$ cat src/rtl/lp_ctrl_defs.svh
`ifndef LP_CTRL_DEFS_SVH
`define LP_CTRL_DEFS_SVH
// Clock period of i_sys_clk in picoseconds.
`define CLK_PS 20000
// Margin added to tRFC1 to form the self refresh exit time, in ns.
`define TXS_MARGIN_NS 10
// Default tRFC1 in ns.
`define TRFC1_NS 350
// Default tXS_ABORT in ns.
`define TXS_ABORT_NS 50
// Default tXP in ns.
`define TXP_NS 8
// Default tCKE (and tPD) minimum in ns.
`define TCKE_NS 8
// Default tMPX_LH in ns.
`define TMPX_LH_NS 20
// Default tREFI in ns.
`define TREFI_NS 7800
// Power-down limit as a multiple of tREFI.
`define PD_REFI_MULT 9
// Default tCPDED in clock cycles.
`define TCPDED_CK 4
// Default tDODTLoff plus one, in clock cycles.
`define TDODTL_CK 8
// Mode register bit positions.
`define MR4_ABORT_BIT 9
`define MR5_ODTBUF_BIT 5
`define MR1_RTTNOM_HI 10
`define MR1_RTTNOM_LO 8
`endif

$ cat src/rtl/lp_ctrl_pkg.sv
package lp_ctrl_pkg;
    // Command codes presented on the command bus.
    typedef enum logic [2:0] {
        CMD_DES = 3'h0,
        CMD_NOP = 3'h1,
        CMD_REF = 3'h2,
        CMD_SRE = 3'h3,
        CMD_USER = 3'h4
    } cmd_t;
    // Controller states, one-hot.
    typedef enum logic [6:0] {
        ST_IDLE = 7'h01,
        ST_SRX = 7'h02,
        ST_SRX_WAIT = 7'h04,
        ST_PDE = 7'h08,
        ST_PD = 7'h10,
        ST_PDX = 7'h20,
        ST_PDX_WAIT = 7'h40
    } state_t;
endpackage

$ cat src/rtl/lp_ctrl.sv
// Overview of operation
// - Wait tXS equals tRFC1 plus 10ns
// - MR4 bit 9 selects abort mode
// - Abort mode shortens wait to tXS_ABORT
// - Extra REFRESH before next self refresh
// - NOP exit needs parity, CAL, gear-down off
// - Only NOP during tMPX_LH window
// - No power-down entry during busy operations
// - Reset DLL after unlocked power-down
// - DESELECT for tCPDED around CKE edges
// - Power-down exit is fast, tXP
// - CKE low tCKE, at most 9 tREFI
// - Exit on CKE high, hold tCKE, wait tXP
// - Drive ODT valid if RTT_NOM enabled
// - tPD minimum before raising CKE
// - Hold ODT fixed around CKE fall
// - DESELECT on every edge during tXS
`timescale 1ns/1ps
`default_nettype none
`include "lp_ctrl_defs.svh"
module lp_ctrl
    import lp_ctrl_pkg::*;
#(
    parameter int TRFC1_NS = `TRFC1_NS,
    parameter int TXS_ABORT_NS = `TXS_ABORT_NS,
    parameter int TXP_NS = `TXP_NS,
    parameter int TCKE_NS = `TCKE_NS,
    parameter int TMPX_LH_NS = `TMPX_LH_NS,
    parameter int TCPDED_CK = `TCPDED_CK,
    parameter int TDODTL_CK = `TDODTL_CK,
    // Power-down limit in cycles; a few thousand by default, so a bench may shorten it.
    parameter int PD_MAX_CK = (`PD_REFI_MULT * `TREFI_NS * 1000) / `CLK_PS
) (
    // Clock and reset.
    input wire logic i_sys_clk,
    input wire logic i_rstn,
    // User requests.
    input wire logic i_sr_exit,
    input wire logic i_sr_exit_nop,
    input wire logic i_nop_ok,
    input wire logic i_sre_req,
    input wire logic i_ref_req,
    input wire logic i_pd_req,
    input wire logic i_pd_exit,
    input wire logic i_busy,
    input wire logic i_dll_locked,
    input wire logic i_odt_level,
    input wire logic i_dram_reset,
    // Mode register shadow write.
    input wire logic i_mr_we,
    input wire logic [2:0] i_mr_sel,
    input wire logic [17:0] i_mr_data,
    // Device pins.
    output logic o_cke,
    output logic o_reset_n,
    output logic o_odt,
    output logic o_odt_oe,
    output logic [2:0] o_cmd,
    // Status to the user.
    output logic o_cmd_ok,
    output logic o_dll_reset_req,
    output logic o_need_ref,
    output logic o_pd_timeout,
    output logic o_refused
);
    // Cycle counts derived from times; least times round up.
    localparam int TXS_CK = ((TRFC1_NS + `TXS_MARGIN_NS) * 1000 + `CLK_PS - 1) / `CLK_PS;
    localparam int TXSA_CK = (TXS_ABORT_NS * 1000 + `CLK_PS - 1) / `CLK_PS;
    localparam int TXP_CK = (TXP_NS * 1000 + `CLK_PS - 1) / `CLK_PS;
    localparam int TCKE_CK0 = (TCKE_NS * 1000 + `CLK_PS - 1) / `CLK_PS;
    // The CKE low time also covers tCPDED so receivers are off before exit.
    localparam int TCKE_CK = (TCKE_CK0 > TCPDED_CK) ? TCKE_CK0 : TCPDED_CK;
    localparam int TMPX_CK = (TMPX_LH_NS * 1000 + `CLK_PS - 1) / `CLK_PS;
    localparam int TW = 24;

    // Whole controller state.
    typedef struct packed {
        state_t st;
        logic cke;
        logic rst_n;
        logic odt;
        logic odt_oe;
        cmd_t cmd;
        logic cmd_ok;
        logic dll_rst;
        logic need_ref;
        logic pd_to;
        logic refused;
        logic nop_exit;
        logic [TW-1:0] pd_cnt;
        logic [7:0] des_cnt;
        logic [7:0] odt_age; // Cycles since the driven ODT level last changed.
    } ctl_t;
    ctl_t s_r, s_nxt;

    // Timer control and mode settings.
    logic t_load;
    logic [TW-1:0] t_count;
    logic t_done;
    logic abort_en;
    logic odtbuf_dis;
    logic rttnom_en;

    lp_timer #(.W(TW)) u_timer (
        .i_sys_clk(i_sys_clk),
        .i_rstn(i_rstn),
        .i_load(t_load),
        .i_count(t_count),
        .o_done(t_done)
    );

    lp_mr_shadow u_mr (
        .i_sys_clk(i_sys_clk),
        .i_rstn(i_rstn),
        .i_mr_we(i_mr_we),
        .i_mr_sel(i_mr_sel),
        .i_mr_data(i_mr_data),
        .o_abort_en(abort_en),
        .o_odtbuf_dis(odtbuf_dis),
        .o_rttnom_en(rttnom_en)
    );

    // Exit wait length for commands not needing a locked DLL.
    function automatic logic [TW-1:0] srx_wait(input logic ab);
        srx_wait = ab ? TW'(TXSA_CK) : TW'(TXS_CK);
    endfunction

    // Sequencer for self refresh exit and power-down.
    always_comb begin
        s_nxt = s_r;
        t_load = 1'b0;
        t_count = '0;
        s_nxt.refused = 1'b0;
        s_nxt.rst_n = ~i_dram_reset;
        // ODT is driven while termination may need it; it floats only where allowed.
        s_nxt.odt = i_odt_level;
        case (s_r.st)
            ST_IDLE: begin
                s_nxt.cmd = CMD_DES;
                s_nxt.odt_oe = 1'b1;
                if (i_ref_req && s_r.cke) begin
                    s_nxt.cmd = CMD_REF;
                    s_nxt.need_ref = 1'b0;
                end else if (i_sre_req) begin
                    // Re-entry refused until an extra refresh was sent.
                    if (s_r.need_ref || !s_r.cke) begin
                        s_nxt.refused = 1'b1;
                    end else begin
                        s_nxt.cmd = CMD_SRE;
                        s_nxt.cke = 1'b0;
                        s_nxt.cmd_ok = 1'b0;
                    end
                end else if ((i_sr_exit || i_sr_exit_nop) && !s_r.cke) begin
                    // NOP exit only when entry had parity, CAL and gear-down off.
                    s_nxt.nop_exit = i_sr_exit_nop && i_nop_ok;
                    s_nxt.refused = i_sr_exit_nop && !i_nop_ok;
                    s_nxt.cke = 1'b1;
                    s_nxt.need_ref = 1'b1;
                    s_nxt.st = ST_SRX;
                    t_load = 1'b1;
                    t_count = (i_sr_exit_nop && i_nop_ok) ? TW'(TMPX_CK) : srx_wait(abort_en);
                end else if (i_pd_req && s_r.cke) begin
                    if (i_busy) begin
                        s_nxt.refused = 1'b1;
                    end else if (s_r.odt_age < 8'(TDODTL_CK) || i_odt_level != s_r.odt) begin
                        // A fresh ODT level could be cut mid-window by CKE falling, so refuse.
                        s_nxt.refused = 1'b1;
                    end else begin
                        // Unlocked DLL at entry calls for a DLL reset later.
                        s_nxt.dll_rst = ~i_dll_locked;
                        s_nxt.cke = 1'b0;
                        s_nxt.cmd_ok = 1'b0;
                        s_nxt.pd_cnt = '0;
                        s_nxt.des_cnt = '0;
                        s_nxt.st = ST_PDE;
                        t_load = 1'b1;
                        t_count = TW'(TCKE_CK);
                    end
                end
            end
            ST_SRX: begin
                // NOP window first, then the tXS style wait with DESELECT.
                s_nxt.cmd = s_r.nop_exit ? CMD_NOP : CMD_DES;
                s_nxt.odt = 1'b0;
                if (t_done) begin
                    if (s_r.nop_exit) begin
                        s_nxt.nop_exit = 1'b0;
                        s_nxt.cmd = CMD_DES;
                        t_load = 1'b1;
                        t_count = srx_wait(abort_en);
                    end else begin
                        s_nxt.st = ST_SRX_WAIT;
                    end
                end
            end
            ST_SRX_WAIT: begin
                // One settling cycle before user commands are released again.
                s_nxt.cmd = CMD_DES;
                s_nxt.cmd_ok = 1'b1;
                s_nxt.st = ST_IDLE;
            end
            ST_PDE: begin
                // DESELECT held and ODT held fixed through tCPDED after CKE fall.
                s_nxt.cmd = CMD_DES;
                s_nxt.odt_oe = 1'b1;
                s_nxt.odt = s_r.odt;
                s_nxt.pd_cnt = s_r.pd_cnt + TW'(1);
                if (s_r.des_cnt < 8'(TCPDED_CK)) begin
                    s_nxt.des_cnt = s_r.des_cnt + 8'h01;
                end
                if (t_done && s_r.des_cnt >= 8'(TCPDED_CK)) begin
                    s_nxt.st = ST_PD;
                end
            end
            ST_PD: begin
                s_nxt.cmd = CMD_DES;
                // Float ODT only with the buffer disabled and RTT_NOM off.
                s_nxt.odt_oe = !(odtbuf_dis && !rttnom_en);
                s_nxt.pd_cnt = s_r.pd_cnt + TW'(1);
                // The refresh budget has run out: leave on our own and flag it.
                if (s_r.pd_cnt >= TW'(PD_MAX_CK - 1)) begin
                    s_nxt.pd_to = 1'b1;
                end
                if (i_pd_exit || s_r.pd_cnt >= TW'(PD_MAX_CK - 1)) begin
                    s_nxt.cke = 1'b1;
                    s_nxt.odt_oe = 1'b1;
                    s_nxt.des_cnt = '0;
                    s_nxt.st = ST_PDX;
                    t_load = 1'b1;
                    t_count = TW'((TCKE_CK > TXP_CK) ? TCKE_CK : TXP_CK);
                end
            end
            ST_PDX: begin
                s_nxt.cmd = CMD_DES;
                s_nxt.odt_oe = 1'b1;
                if (s_r.des_cnt < 8'(TCPDED_CK)) begin
                    s_nxt.des_cnt = s_r.des_cnt + 8'h01;
                end
                if (t_done && s_r.des_cnt >= 8'(TCPDED_CK)) begin
                    s_nxt.st = ST_PDX_WAIT;
                end
            end
            ST_PDX_WAIT: begin
                // One settling cycle after tXP before commands are allowed.
                s_nxt.cmd = CMD_DES;
                s_nxt.cmd_ok = 1'b1;
                s_nxt.st = ST_IDLE;
            end
            default: begin
                s_nxt.st = ST_IDLE;
            end
        endcase
        if (s_r.st == ST_IDLE && s_r.cmd_ok && s_r.cke) begin
            s_nxt.cmd = (i_ref_req) ? CMD_REF : s_nxt.cmd;
        end
        if (s_r.st == ST_IDLE && s_r.dll_rst && s_r.cmd_ok && i_dll_locked) begin
            s_nxt.dll_rst = 1'b0;
        end
        // Age of the ODT level last driven; power-down entry needs it settled.
        if (s_nxt.odt != s_r.odt) begin
            s_nxt.odt_age = '0;
        end else if (s_r.odt_age != 8'hFF) begin
            s_nxt.odt_age = s_r.odt_age + 8'h01;
        end
        // DRAM reset drives the device into its reset state from any state.
        if (i_dram_reset) begin
            s_nxt.st = ST_IDLE;
            s_nxt.cke = 1'b0;
            s_nxt.cmd = CMD_DES;
            s_nxt.cmd_ok = 1'b0;
        end
    end

    // State register.
    always_ff @(posedge i_sys_clk or negedge i_rstn) begin
        if (!i_rstn) begin
            s_r <= '{st: ST_IDLE, cke: 1'b1, rst_n: 1'b1, odt: 1'b0, odt_oe: 1'b1,
                cmd: CMD_DES, cmd_ok: 1'b1, dll_rst: 1'b0, need_ref: 1'b0,
                pd_to: 1'b0, refused: 1'b0, nop_exit: 1'b0, pd_cnt: '0, des_cnt: '0,
                odt_age: 8'hFF};
        end else begin
            s_r <= s_nxt;
        end
    end

    assign o_cke = s_r.cke;
    assign o_reset_n = s_r.rst_n;
    assign o_odt = s_r.odt;
    assign o_odt_oe = s_r.odt_oe;
    assign o_cmd = s_r.cmd;
    assign o_cmd_ok = s_r.cmd_ok;
    assign o_dll_reset_req = s_r.dll_rst;
    assign o_need_ref = s_r.need_ref;
    assign o_pd_timeout = s_r.pd_to;
    assign o_refused = s_r.refused;
endmodule
`default_nettype wire

$ cat src/rtl/lp_timer.sv
`timescale 1ns/1ps
`default_nettype none
// Down counter used for every exit wait; done is registered.
module lp_timer #(
    parameter int W = 24
) (
    // Clock and reset.
    input wire logic i_sys_clk,
    input wire logic i_rstn,
    // Load and status.
    input wire logic i_load,
    input wire logic [W-1:0] i_count,
    output logic o_done
);
    typedef struct packed {
        logic [W-1:0] cnt;
        logic done;
    } tmr_t;
    tmr_t s_r, s_nxt;
    // Counting down to one raises done on the following edge.
    always_comb begin
        s_nxt = s_r;
        if (i_load) begin
            s_nxt.cnt = i_count;
            s_nxt.done = 1'b0;
        end else if (s_r.cnt > W'(1)) begin
            s_nxt.cnt = s_r.cnt - W'(1);
        end else begin
            s_nxt.cnt = '0;
            s_nxt.done = 1'b1;
        end
    end
    // State register.
    always_ff @(posedge i_sys_clk or negedge i_rstn) begin
        if (!i_rstn) begin
            s_r <= '0;
        end else begin
            s_r <= s_nxt;
        end
    end
    assign o_done = s_r.done;
endmodule
`default_nettype wire

$ cat src/rtl/lp_mr_shadow.sv
`timescale 1ns/1ps
`default_nettype none
`include "lp_ctrl_defs.svh"
// Shadow of the mode register fields that steer low-power timing.
module lp_mr_shadow (
    // Clock and reset.
    input wire logic i_sys_clk,
    input wire logic i_rstn,
    // Mode register write from the user side.
    input wire logic i_mr_we,
    input wire logic [2:0] i_mr_sel,
    input wire logic [17:0] i_mr_data,
    // Decoded settings.
    output logic o_abort_en,
    output logic o_odtbuf_dis,
    output logic o_rttnom_en
);
    typedef struct packed {
        logic abort_en;
        logic odtbuf_dis;
        logic rttnom_en;
    } mr_t;
    mr_t s_r, s_nxt;
    // Capture the bits when the matching register is written.
    always_comb begin
        s_nxt = s_r;
        if (i_mr_we) begin
            case (i_mr_sel)
                3'h1: s_nxt.rttnom_en = |i_mr_data[`MR1_RTTNOM_HI:`MR1_RTTNOM_LO];
                3'h4: s_nxt.abort_en = i_mr_data[`MR4_ABORT_BIT];
                3'h5: s_nxt.odtbuf_dis = i_mr_data[`MR5_ODTBUF_BIT];
                default: s_nxt = s_r;
            endcase
        end
    end
    // State register.
    always_ff @(posedge i_sys_clk or negedge i_rstn) begin
        if (!i_rstn) begin
            s_r <= '0;
        end else begin
            s_r <= s_nxt;
        end
    end
    assign o_abort_en = s_r.abort_en;
    assign o_odtbuf_dis = s_r.odtbuf_dis;
    assign o_rttnom_en = s_r.rttnom_en;
endmodule
`default_nettype wire

$ cat config.mk
export PLATFORM = sky130hd
export DESIGN_NAME = lp_ctrl
export DESIGN_NICKNAME = d
export VERILOG_FILES = /design/src/rtl/lp_ctrl_pkg.sv /design/src/rtl/lp_ctrl.sv /design/src/rtl/lp_timer.sv /design/src/rtl/lp_mr_shadow.sv
export VERILOG_INCLUDE_DIRS = /design/src /design/src/rtl
export SDC_FILE = /design/constraint.sdc
export NUM_CORES = 1
export LEC_CHECK = 0
export BUFFER_PORTS_ARGS = -buffer_cell sky130_fd_sc_hd__buf_2
export CAP_MARGIN = 25
export CORE_ASPECT_RATIO = 0.8
export CORE_UTILIZATION = 25
export CTS_BUF_LIST = sky130_fd_sc_hd__clkbuf_8
export CTS_CLUSTER_SIZE = 8
export DETAILED_ROUTE_END_ITERATION = 8
export HOLD_SLACK_MARGIN = 0.03
export SLEW_MARGIN = 20
export SYNTH_ARGS = -nofsm -noshare
export SYNTH_HDL_FRONTEND = slang
export SYNTH_SLANG_ARGS = --single-unit
$ cat constraint.sdc
create_clock -name i_sys_clk -period 7.1 [get_ports i_sys_clk]
set_input_delay 0.355 -clock i_sys_clk [delete_from_list [all_inputs] [get_ports i_sys_clk]]
set_output_delay 0.355 -clock i_sys_clk [all_outputs]
set_load 0.005 [all_outputs]
After elaboration in Yosys (flattened, before gate mapping)
Cells that the tools add are included.
{"block": "totals", "ff_bits": 88, "inputBits": 35, "out_inout_bits": 12, "wordCells": 215}
{"block": "op_classes", "n_addsub": 4, "order_cmp": 5, "eq_ne": 48, "n_mux": 88, "n_bitwise": 2, "reduce_logical": 48}
{"op": "2-to-1 mux 24 bit", "n": 8}
{"op": "2-to-1 mux 32 bit", "n": 4}
{"op": "2-to-1 mux 8 bit", "n": 11}
{"op": "case mux 24 bit (3 select lines)", "n": 1}
{"op": "case mux 24 bit (2 select lines)", "n": 1}
{"op": "2-to-1 mux 7 bit", "n": 5}
{"op": "case mux 7 bit (5 select lines)", "n": 1}
{"op": "2-to-1 mux 34 bit", "n": 1}
{"op": "2-to-1 mux 33 bit", "n": 1}
{"op": "!= test 4 bit, second input constant", "n": 8}
{"op": "2-to-1 mux 1 bit", "n": 29}
{"op": "AND reduction 7 bit", "n": 4}
{"op": "2-to-1 mux 25 bit", "n": 1}
{"op": "adder 24 x 1 -> 24 bit, second input constant", "n": 1}
{"op": "greater-or-equal comparator 24 x 12 -> 1 bit, second input constant", "n": 1}
{"op": "> comparator 24 x 1 -> 1 bit, second input constant", "n": 1}
{"op": "case mux 8 bit (3 select lines)", "n": 1}
{"op": "subtractor 24 x 1 -> 24 bit, second input constant", "n": 1}
{"op": "2-to-1 mux 3 bit", "n": 7}
{"op": "!= test 2 bit, second input constant", "n": 9}
{"op": "!= test 3 bit, second input constant", "n": 6}
{"op": "adder 8 x 1 -> 8 bit, second input constant", "n": 2}
{"op": "!= test 2 x 1 -> 1 bit, second input constant", "n": 8}
{"op": "!= test 5 bit, second input constant", "n": 3}
{"op": "35 further kinds", "n": 80}

Logic depth before layout (Yosys ltp)
Gate-level depths: netlist of run 1.
{"block": "logic_depth", "depth_word": 10, "mapped_depth": 9, "depth_no_buf": 8}

By module
From an unflattened synthesis of run 1, not the netlist that was laid out.
{"block": "unflattened", "hier_cells": 535, "hier_area_um2": 5022.3}
{"module": "lp_ctrl", "n_inst": 1, "cells_each": 379, "area_per_inst_um2": 3458.3}
{"module": "lp_timer", "n_inst": 1, "cells_each": 146, "area_per_inst_um2": 1411.4}
{"module": "lp_mr_shadow", "n_inst": 1, "cells_each": 10, "area_per_inst_um2": 152.6}

Worst setup path after synthesis of run 1
OpenSTA, ideal clock, no wires.
{"block": "synth_path", "path_type": "register to register", "start": "register s_r[57] (netlist bit)", "end": "register s_r[26] (netlist bit)", "setup_time_ns": 0.078, "arrival_time_ns": 2.194, "setup_slack_ns": 4.828, "path_stages_with_launch": 8, "n_path_buf": 2, "period_less_slack_ns": 2.272, "path_cell_list": "dfrtp_1 -> buf_6 -> or3_4 -> or3_1 -> buf_6 -> o31a_4 -> or3_1 -> a21oi_1"}
{"block": "synth_between", "elab_chain_cells": 4, "elab_cells_between_ends": 13, "classes_between": "eq/ne (9); mux (1); reduce/logical (3)"}
{"item": "start, declared", "line_no": "lp_ctrl.sv:94", "source": "ctl_t s_r, s_nxt;"}
{"item": "start signal, assigned", "line_no": "lp_ctrl.sv:277", "source": "s_r <= '{st: ST_IDLE, cke: 1'b1, rst_n: 1'b1, odt: 1'b0, odt_oe: 1'b1,"}
{"item": "start signal, assigned", "line_no": "lp_ctrl.sv:282", "source": "s_r <= s_nxt;"}
{"item": "== test 7 x 5 -> 1 bit / == test 7 x 4 -> 1 bit (equally long branches)", "line_no": "lp_ctrl.sv:137", "source": "case (s_r.st)"}
{"item": "OR reduction 2 bit (no source line)"}
{"item": "nonzero test 2 bit (no source line)"}
{"item": "AND reduction 7 bit (no source line)"}
Several ways; a longest one is shown, not always the timed one.
A chain may end at the register's enable or synchronous reset.

==> run summary, run 1 <==
Data arrival, critical path = 2.96 ns
Seq/Total Area, Yosys = 0.468
Placer Congestion = 0.815
vias in the first global route = 3482
die height = 125 um
NetSw = 0.000616 W
Synth warnings = 0
max reg flops = 48
Avg WL per Cell = 13.6 um
Hold EP = u_mr.o_odtbuf_dis$_DFFE_PN0P_
buffers added on ports = 32
RSZ-0062 raised after global routing = false
RR Startpoint = s_r[56]$_DFFE_PN0P_
Worst-Margin Slew = 0.987 ns
Non-Filler Instances = 787
Min-Delay Path Class = input pin to flop
DRC = 0
Boundary Pins = 47
Sw Ratio = 0.398
final hold vios = 0
Leakage Power = 2.23 nW
Max Fclk = 369 MHz
net count after synthesis = 543
CTS resizes = 0
initial antenna violation count = 1
Clock Power Share = 0.225
chip width = 156 um
top cell type's share of synthesized area = 0.396
count of cell types in the netlist = 61
status = finished, final reports clean
peak supply drop = 0.136 mV
Setup TNS = 0 ns
Biggest register = s_r
Post-DP HPWL = 7.64 mm
crit end category = flop
Diodes inserted = 0
global route overflow = 0
largest net degree at the start of global routing = 72
CTS max path bufs = 2
iteration-0 DRC count of the detailed router = 231
Area Growth Syn to Fin = 13.1%
final number of setup-violating endpoints = 0
Die Area = 19500 um^2
Via density = 4.64
Final Slew Violations = 0
CTS tree = built
core area = 18300 um^2
Flop pwr share = 0.443
drt total wl = 10.7 mm
first-pass GRT wire length = 18.2 mm
max capacitance violation total = 0
Reg2Reg Depth = 6
Worst Clk Skew = 0.0112 ns
ys async rst share = 1.00
initial core utilization = 0.258
Worst setup SP type = flop
Max H-tree Level = 3
Clk pin slew, worst setup/hold paths = 0.10 ns
reg-to-reg critical path endpoint = u_timer.s_r[5]$_DFF_PN0_
top cell type by total area after synthesis = dfrtp_1
CTS Root Cell = clkbuf_8
#FFs+latches synth = 88
Main synth FF type = dfrtp_1
clock latency on the worst-skew pair = 0.38 ns
Mapped Cells = 500
clock buffer count from CTS = 9
Nets = 572
peak fanout along the critical path = 23
dpl cells = 769
Pre-Repair DR Iteration Count = 4
min-delay src = i_mr_data[5]
fin crit period = 2.71 ns
Pwr Density = 289 nW/um^2
routed via count = 3650
Slew HR = 0.337
GRT Total Usage = 0.117
row count = 44
Tot Pwr = 0.00155 W
Synth Cell Area = 4740 um^2
internal power = 0.000930 W
Critical Path RT = 7.35 ns
layout cells sized above 1 = 0.154
fin crit share = 0.382
main area contributors after synthesis = dfrtp_1, dfstp_2, nor2_1, xnor2_1, xor2_1
critical path type = flop to flop
Final ANT Viol Nets = 0
Avg Inst Size Synth = 9.47 um^2
Post-synth EDFFs = 0
hold path depth = 3
reg2reg setup slack = 4.39 ns
Clock Sink Count = 88
combinational share of power = 0.332
[stage by stage]
step                      area, um^2  setup WS [ns]  utilization  hold WS, ns
after global placement          5120           4.40        0.279        0.247
after global routing            5360           4.11        0.292        0.201
after floorplan                 4740           4.83            -       0.0594
after CTS                       5330           4.40        0.291        0.171
final                           5360           4.39        0.292        0.183
after detailed placement        5120           4.42        0.279        0.252
[kinds of logic (layout without fill, tap and decap cells)]
family	after synthesis	count (layout)	synth area share
xor gates and xnor gates	47	47	0.0869
muxes	5	5	0.0114
AOI/OAI and AO/OA	77	77	0.114
adders and majority gates	8	8	0.0211
buffers and inverters	30	64	0.0328
and+or+nand+nor	245	245	0.266
DFF	88	88	0.468
[power by group through the flow]
| stage | sequential (W) | clock [W] | combinational (W) |
|---|---|---|---|
| floorplan | 0.000665 | 0 | 0.000424 |
| CTS | 0.000685 | 0.000364 | 0.000515 |
| detailed placement | 0.000693 | 0 | 0.000514 |
| global route | 0.000700 | 0.000385 | 0.000589 |
| finish | 0.000685 | 0.000348 | 0.000513 |
| global placement | 0.000693 | 0 | 0.000507 |
[layer usage]
layer / vias to the layer above / track usage / wire length (um)
li1: 1833 / - / -
met1: 1727 / 0.173 / 5530
met2: 76 / 0.168 / 4510
met3: 12 / 0.0308 / 514
met4: 2 / 0.0300 / 104
met5: - / 0 / 13
[cells in the mapped netlist, types with 8 or more instances]
library cell,instances
nor3_1,23
nand2b_1,8
or3_1,8
xor2_1,23
dfrtp_1,75
xnor2_1,24
dfstp_2,13
inv_1,12
nand2_1,37
nand4_1,12
nor2_1,86
o21ai_0,14
a21oi_1,16
nor4_1,14
and3_1,8
ha_1,8
nand3_1,12
[worst max-delay path by stage]
stage | cells after the start | slack [ns] | to | from
4_1_cts | 5 | 4.40 | u_timer.s_r[5]$_DFF_PN0_ | u_timer.s_r[9]$_DFF_PN0_
3_3_place_gp | 6 | 4.40 | u_timer.s_r[5]$_DFF_PN0_ | s_r[56]$_DFFE_PN0P_
2_1_floorplan | 7 | 4.83 | s_r[26]$_DFFE_PN0P_ | s_r[57]$_DFFE_PN0P_
3_5_place_dp | 6 | 4.42 | u_timer.s_r[5]$_DFF_PN0_ | s_r[56]$_DFFE_PN0P_
5_1_grt | 6 | 4.11 | u_timer.s_r[5]$_DFF_PN0_ | s_r[56]$_DFFE_PN0P_
6_report | 6 | 4.39 | u_timer.s_r[5]$_DFF_PN0_ | s_r[56]$_DFFE_PN0P_
[area by class of cell]
type | instances | area (um^2)
Clock buffer | 9 | 124
Clock inverter | 7 | 75.1
Fill cell | 1943 | 13000
Inverter | 12 | 45.0
Multi-Input combinational cell | 382 | 2360
Sequential cell | 88 | 2220
Tap cell | 253 | 317
Timing Repair Buffer | 36 | 215
[critical path, cell delays in order, from the launching register on]
cell and delay (ns):
dfrtp_1 0.53, or3_4 0.46, nor3_2 0.59, a22oi_1 0.30, o41ai_2 0.13, a211o_2 0.42, o22ai_1 0.15
[layout by cell type, fill, tap and decap left out, types with 5 or more instances in the layout]
cell type	n
and2_1	7
xor2_1	23
inv_1	12
nand3_1	12
nor4_1	14
xnor2_1	24
nor3_1	23
and3_1	8
nor3_2	5
nand2b_1	8
ha_1	8
a41oi_1	6
buf_2	31
o21ai_0	14
clkbuf_8	9
dfrtp_1	75
nand4_1	12
dfstp_2	13
nand2_1	37
nor2_1	86
or3_1	8
a21oi_1	16
[repair_timing]
action,in CTS,in global routing
hold buffers,1,0
endpoints found under the hold margin,17,0
buffers inserted,0,0
No activity file was read; power rests on OpenSTA's default activity.
==> inputs of run 2 (changes only) <==
--- a/config.mk
+++ b/config.mk
@@ -6,6 +6,7 @@
 export SDC_FILE = /design/constraint.sdc
 export NUM_CORES = 1
 export LEC_CHECK = 0
+export ABC_AREA = 1
 export BUFFER_PORTS_ARGS = -buffer_cell sky130_fd_sc_hd__buf_2
 export CAP_MARGIN = 25
 export CORE_ASPECT_RATIO = 0.8
==> constraint.sdc (replaced) <==
create_clock -name i_sys_clk -period 2.4 [get_ports i_sys_clk]
set_input_delay 0.12 -clock i_sys_clk [delete_from_list [all_inputs] [get_ports i_sys_clk]]
set_output_delay 0.12 -clock i_sys_clk [all_outputs]
set_load 0.005 [all_outputs]
==> run summary, run 2 <==
max layer used = met4
Clock Sink Count = 88 (unchanged)
buffers added on ports = 32 (unchanged)
initial core utilization = 0.255 (-0.00299)
drt total wl = 12.7 mm (+19%)
global route overflow = 0 (unchanged)
Min-Delay Path Class = input pin to flop
most frequent cells in the layout = nand2_1, nor2_1, inv_1, dfrtp_1, nand3_1
Post-DP HPWL = 9.65 mm (+26%)
Tot Pwr = 0.00632 W (+310%)
Data arrival, critical path = 2.40 ns (-0.56 ns)
iteration-0 DRC count of the detailed router = 236 (+2.2%)
final hold vios = 0 (unchanged)
fin crit share = 0.863 (+0.481)
Pwr Density = 1010 nW/um^2 (+250%)
RSZ-0062 raised after global routing = false
met2 wire length = 5.53 mm (+23%)
die height = 135 um (+7.7%)
Final Slew Violations = 0 (unchanged)
CP dominant cell by count = nand2_1
first-pass GRT wire length = 21.7 mm (+19%)
Via density = 4.48 (-3.3%)
CTS tree = built
Worst Clk Skew = 0.0157 ns (+0.00459 ns)
Seq/Total Area, Yosys = 0.403 (-0.0655)
vias in the first global route = 4409 (+27%)
GRT Total Usage = 0.121 (+0.00410)
CP Cell Sequence = inv_1 -> ha_1 -> inv_1 -> nand2_1 -> nand2_1 -> nand2_1 -> nand3_1 -> nand2_1 -> nand3_1 -> nand2_2 -> nand2_4 -> o21ai_0 -> nand2_1
top cell type's share of synthesized area = 0.341 (-0.0554)
Clk pin slew, worst setup/hold paths = 0.10 ns (about the same)
Max H-tree Level = 3 (unchanged)
main area contributors after synthesis = dfrtp_1, nand2_1, nor2_1, dfstp_2, nand3_1
Avg Inst Size Synth = 7.85 um^2 (-17%)
critical path's slowest cell = dfrtp_1
hold_ws = 0.0527 ns (-0.130 ns)
DRC = 0 (unchanged)
layout cells sized above 1 = 0.195 (+0.0414)
max capacitance violation total = 0 (unchanged)
Setup TNS = 0 ns (unchanged)
CTS max path bufs = 2 (unchanged)
Placer Congestion = 0.835 (+2.4%)
core area = 21600 um^2 (+18%)
net count after synthesis = 744 (+37%)
CTS resizes = 0 (unchanged)
row count = 48 (+9.1%)
Post-Synth XOR/XNOR Area = 0.0589 (-0.0281)
crit end category = flop
Synth Cell Area = 5510 um^2 (+16%)
clock buffer count from CTS = 9 (unchanged)
Post-Synth Adder-Cell Area = 0.0182 (-0.00295)
mux share of post-synthesis cell area = 0.00205 (-0.00932)
fin crit period = 2.07 ns (-0.641 ns)
Mapped Cells = 701 (+40%)
Die Area = 22600 um^2 (+16%)
Pre-Repair DR Iteration Count = 5 (+1)
largest net degree at the start of global routing = 40 (-44%)
routed via count = 4596 (+26%)
Leakage Power = 2.87 nW (+28%)
Biggest register = s_r
Worst-Margin Slew = 0.615 ns (-0.372 ns)
Synth Area in Simple Gates = 0.367 (+0.102)
peak supply drop = 0.314 mV (+130%)
CTS Root Cell = clkbuf_8
Worst setup SP type = flop
chip width = 168 um (+7.7%)
clock latency on the worst-skew pair = 0.39 ns (about the same)
metal3 WL = 493 um (-4.1%)
status = finished, final reports clean
top cell type by total area after synthesis = dfrtp_1
initial antenna violation count = 1 (unchanged)
Synth warnings = 0 (unchanged)
Bufs and invs on worst path = 2 (+2)
setup bufs post-CTS = 0 (unchanged)
most common cell after layout, fill and taps aside = nand2_1
Metal-1 WL = 6.55 mm (+18%)
largest family of logic cells by synthesized area = simple AND/OR/NAND/NOR gates
critical path type = flop to flop
ys async rst share = 1.00 (unchanged)
CP peak stage delay = 0.49 ns (-0.10 ns)
peak fanout along the critical path = 24 (+4.3%)
Synth Area in Compound Gates = 0.0711 (-0.0427)
CP top delay family = simple AND/OR/NAND/NOR gates
final number of setup-violating endpoints = 0 (unchanged)
hold-fix buffer count after cts = 6 (+5)
#FFs+latches synth = 88 (unchanged)
Main synth FF type = dfrtp_1
Nets = 787 (+38%)
Max Fclk = 483 MHz (+31%)
Area Growth Syn to Fin = 13.3%
Final ANT Viol Nets = 0 (unchanged)
Slew HR = 0.587 (+0.250)
Boundary Pins = 47 (unchanged)
Post-synth EDFFs = 0 (unchanged)
synth cell count leaders = nand2_1, nor2_1, inv_1
count of cell types in the netlist = 46 (-25%)
count leader, synth = nand2_1
Avg WL per Cell = 12.4 um (-8.3%)
max reg flops = 48 (unchanged)
Critical Path RT = 2.73 ns (-4.62 ns)
## run 2: cell count changes after synthesis, moves of 10 or more
cell and change:
a21oi_1 -11, nand3_1 +53, nor2_1 +10, inv_1 +67, xnor2_1 -16, nor4_1 -10
nor3_2 +12, inv_2 +12, nand2_1 +114
## run 2: worst paths after layout
path	start	endpoint	slack [ns]	cells past startpoint
max reg2reg	s_r[16]$_DFFE_PN0P_	u_timer.s_r[5]$_DFF_PN0_	0.33	13
max	s_r[16]$_DFFE_PN0P_	u_timer.s_r[5]$_DFF_PN0_	0.33	13
max in group asynchronous	i_rstn	s_r[53]$_DFFE_PN1P_	1.38	3
min	i_odt_level	o_odt$_DFF_PN0_	0.05	3
min reg2reg	o_pd_timeout$_DFFE_PN0P_	o_pd_timeout$_DFFE_PN0P_	0.47	1
min in group asynchronous	i_rstn	s_r[19]$_DFFE_PN0P_	0.25	2
## run 2: layer usage
layer	vias up	GRT usage
met3	12	0.0249
met5	-	0
met2	79	0.190
met1	2159	0.167
met4	0	0.0398
li1	2346	-
## run 2: tightest hold or removal path: cells and delay by family
| family | cells | cell delay, ns |
|---|---|---|
| AOI/OAI and AO/OA | 1 | 0.08 |
| buffers and inverters | 1 | 0.12 |
| and+or+nand+nor | 1 | 0.08 |
## run 2: area by class of cell
cell class / instances / area, um^2
clock buffer: 9 / 124
inverter: 92 / 350
sequential: 88 / 2220
clock inverter: 7 / 78.8
tap: 275 / 344
antenna: 1 / 2.50
multi-input combinational: 510 / 2850
timing repair buffer: 43 / 273
fill: 2305 / 15300
## run 2: per-stage QoR
step | utilization | std cells | setup WS [ns] | cell area [um^2]
finish | 0.289 | 1025 | 0.328 | 6240
global route | 0.289 | 1025 | 0.151 | 6240
CTS | 0.289 | 1024 | 0.335 | 6240
detailed placement | 0.277 | 1002 | 0.356 | 5970
global placement | 0.277 | 1002 | 0.361 | 5970
floorplan | - | 701 | 0.723 | 5510
## run 2: report_power, final
group | total (W) | leakage (nW) | switching (W) | internal, W
Combinational | 0.00287 | 1.63 | 0.00182 | 0.00105
Clock | 0.00110 | 0.0982 | 0.000606 | 0.000494
Sequential | 0.00235 | 1.14 | 0.000421 | 0.00193
## run 2: kinds of logic (layout without fill, tap and decap cells)
kind of cell               count (synthesis)  count (layout)
adders and majority gates                  8               8
other                                      0               1
AOI/OAI and AO/OA                         57              57
muxes                                      1               1
buffers and inverters                    103             151
xor gates and xnor gates                  37              37
and+or+nand+nor                          407             407
DFF                                       88              88
==> inputs of run 3 (changes only) <==
==> constraint.sdc (replaced) <==
create_clock -name i_sys_clk -period 2.1 [get_ports i_sys_clk]
set_input_delay 0.105 -clock i_sys_clk [delete_from_list [all_inputs] [get_ports i_sys_clk]]
set_output_delay 0.105 -clock i_sys_clk [all_outputs]
set_load 0.005 [all_outputs]
==> run summary, run 3 (synthesis gave the netlist of run 2 again) <==
status = finished, final reports clean
DRC = 0 (unchanged)
worst setup margin = 0.184 ns (-0.144 ns)
Bufs and invs on worst path = 3 (+1)
Worst setup SP type = flop
setup bufs post-CTS = 0 (unchanged)
Final ANT Viol Nets = 0 (unchanged)
clock buffer count from CTS = 9 (unchanged)
Biggest register = s_r
peak supply drop = 0.365 mV (+16%)
critical path type = flop to flop
Nets = 796 (+1.1%)
Die Area = 22600 um^2 (unchanged)
max capacitance violation total = 0 (unchanged)
Avg WL per Cell = 12.5 um (+0.59%)
most common cell after layout, fill and taps aside = nand2_1
GRT Total Usage = 0.124 (+0.00304)
vias in the first global route = 4507 (+2.2%)
CP Launch Point = s_r[16]$_DFFE_PN0P_
critical path's slowest cell = dfrtp_1
CP top delay family = simple AND/OR/NAND/NOR gates
final core occ = 0.293 (+0.00331)
CTS Root Cell = clkbuf_8
RR Startpoint = s_r[16]$_DFFE_PN0P_
CP Cell Sequence = inv_1 -> ha_1 -> inv_1 -> nand2_1 -> nand2_1 -> nand2_1 -> nand3_1 -> nand2_2 -> nand3_1 -> nand2_2 -> nand2_4 -> buf_4 -> nor3_1
Leakage Power = 2.93 nW (+2.0%)
Boundary Pins = 47 (unchanged)
CP peak stage delay = 0.46 ns (-0.03 ns)
CP dominant cell by count = nand2_1
clock latency on the worst-skew pair = 0.38 ns (about the same)
drt total wl = 12.9 mm (+1.4%)
chip width = 168 um (unchanged)
min-delay src = i_mr_sel[2]
Critical Path RT = 2.40 ns (-0.33 ns)
Via density = 4.43 (-1.2%)
Final Slew Violations = 0 (unchanged)
hold path depth = 3 (unchanged)
Max Fclk = 522 MHz (+8.2%)
Data arrival, critical path = 2.21 ns (-0.19 ns)
Clk pin slew, worst setup/hold paths = 0.09 ns (about the same)
layout cells sized above 1 = 0.201 (+0.00560)
routed via count = 4574 (-0.48%)
first-pass GRT wire length = 22.2 mm (+2.5%)
reg2reg setup slack = 0.18 ns (-0.14 ns)
crit end category = flop
Worst Clk Skew = 0.0144 ns (-0.00133 ns)
Reg2Reg Depth = 13 (unchanged)
die height = 135 um (unchanged)
Min-Delay Path Class = input pin to flop
fin crit period = 1.92 ns (-0.156 ns)
final hold vios = 0 (unchanged)
Pwr Density = 1150 nW/um^2 (+13%)
max reg flops = 48 (unchanged)
worst slack at placement = 0.158 ns (-0.199 ns)
global route overflow = 0 (unchanged)
most frequent cells in the layout = nand2_1, nor2_1, inv_1, dfrtp_1, nand3_1
largest net degree at the start of global routing = 42 (+5.0%)
Post-DP HPWL = 9.84 mm (+1.9%)
initial core utilization = 0.255 (unchanged)
RSZ-0062 raised after global routing = false
Hold EP = u_mr.o_abort_en$_DFFE_PN0P_
final number of setup-violating endpoints = 0 (unchanged)
buffers added on ports = 32 (unchanged)
row count = 48 (unchanged)
peak fanout along the critical path = 9 (-63%)
Worst-Margin Slew = 0.614 ns (-0.000748 ns)
Slew HR = 0.587 (about the same)
CTS max path bufs = 2 (unchanged)
core area = 21600 um^2 (unchanged)
initial antenna violation count = 0 (-1)
Placer Congestion = 0.841 (+0.72%)
iteration-0 DRC count of the detailed router = 263 (+11%)
Clock Sink Count = 88 (unchanged)
fin crit share = 0.912 (+0.0490)
Diodes inserted = 0 (-1)
Setup TNS = 0 ns (unchanged)
Max H-tree Level = 3 (unchanged)
Area Growth Syn to Fin = 14.6%
CTS tree = built
Pre-Repair DR Iteration Count = 6 (+1)
reg-to-reg critical path endpoint = u_timer.s_r[4]$_DFF_PN0_
## run 3: cell count changes in the layout (fill, tap and decap cells not counted), moves of 2 or more
cell,previous run,this run
buf_4,5,11
dlygate4sd3_1,6,8
inv_6,3,1
clkinv_4,0,2
clkinvlp_4,2,0
inv_1,79,81
## run 3: worst reg2reg max path: cells and delay by family (launching register included)
family / cells / cell delay, ns
adder cells (fa/ha/maj): 1 / 0.14
buffers and inverters: 3 / 0.33
AND/OR/NAND/NOR: 9 / 0.91
flip-flops: 1 / 0.46
## run 3: area by class of cell
type	count	area, um^2
Sequential cell	88	2220
Clock inverter	7	65.1
Tap cell	275	344
Multi-Input combinational cell	510	2850
Timing Repair Buffer	52	358
Clock buffer	9	124
Fill cell	2291	15300
Inverter	92	350
## run 3: per-stage QoR
step | hold slack (ns) | std cells | power, W | instance area (um^2)
floorplan | -0.191 | 701 | 0.00527 | 5510
global placement | 0.0995 | 1009 | 0.00603 | 6040
detailed placement | 0.101 | 1009 | 0.00607 | 6040
CTS | 0.0397 | 1033 | 0.00731 | 6310
global route | 0.0605 | 1033 | 0.00791 | 6310
finish | 0.0530 | 1033 | 0.00725 | 6310
## run 3: routing by layer
layer  GRT usage  vias up  wire length, um
met3      0.0252       11              356
met1       0.170     2140             6730
met4      0.0438        0              194
li1            -     2371                -
met5           0        -                0
met2       0.195       52             5640
## run 3: worst max path at each step
| stage | slack [ns] | cells past startpoint | endpoint |
|---|---|---|---|
| after CTS | 0.13 | 13 | u_timer.s_r[4]$_DFF_PN0_ |
| after detailed placement | 0.16 | 13 | u_timer.s_r[4]$_DFF_PN0_ |
| after global routing | 0.01 | 13 | u_timer.s_r[4]$_DFF_PN0_ |
| after floorplan | 0.42 | 9 | u_timer.s_r[16]$_DFF_PN0_ |
| after global placement | 0.19 | 13 | u_timer.s_r[4]$_DFF_PN0_ |
| final | 0.18 | 13 | u_timer.s_r[4]$_DFF_PN0_ |
## run 3: timing repair
| item | in CTS | in global routing |
|---|---|---|
| endpoints found under the setup margin | 0 | 1 |
| hold buffers | 8 | 0 |
| endpoints found under the hold margin | 35 | 0 |
| resized for setup | 0 | 1 |
## run 3: power breakdown
| group | leakage (nW) | total (W) | internal, W | switching [W] |
|---|---|---|---|---|
| Sequential | 1.14 | 0.00269 | 0.00220 | 0.000487 |
| Combinational | 1.68 | 0.00337 | 0.00127 | 0.00211 |
| Clock | 0.106 | 0.00118 | 0.000542 | 0.000639 |
| Total | 2.93 | 0.00725 | 0.00401 | 0.00323 |
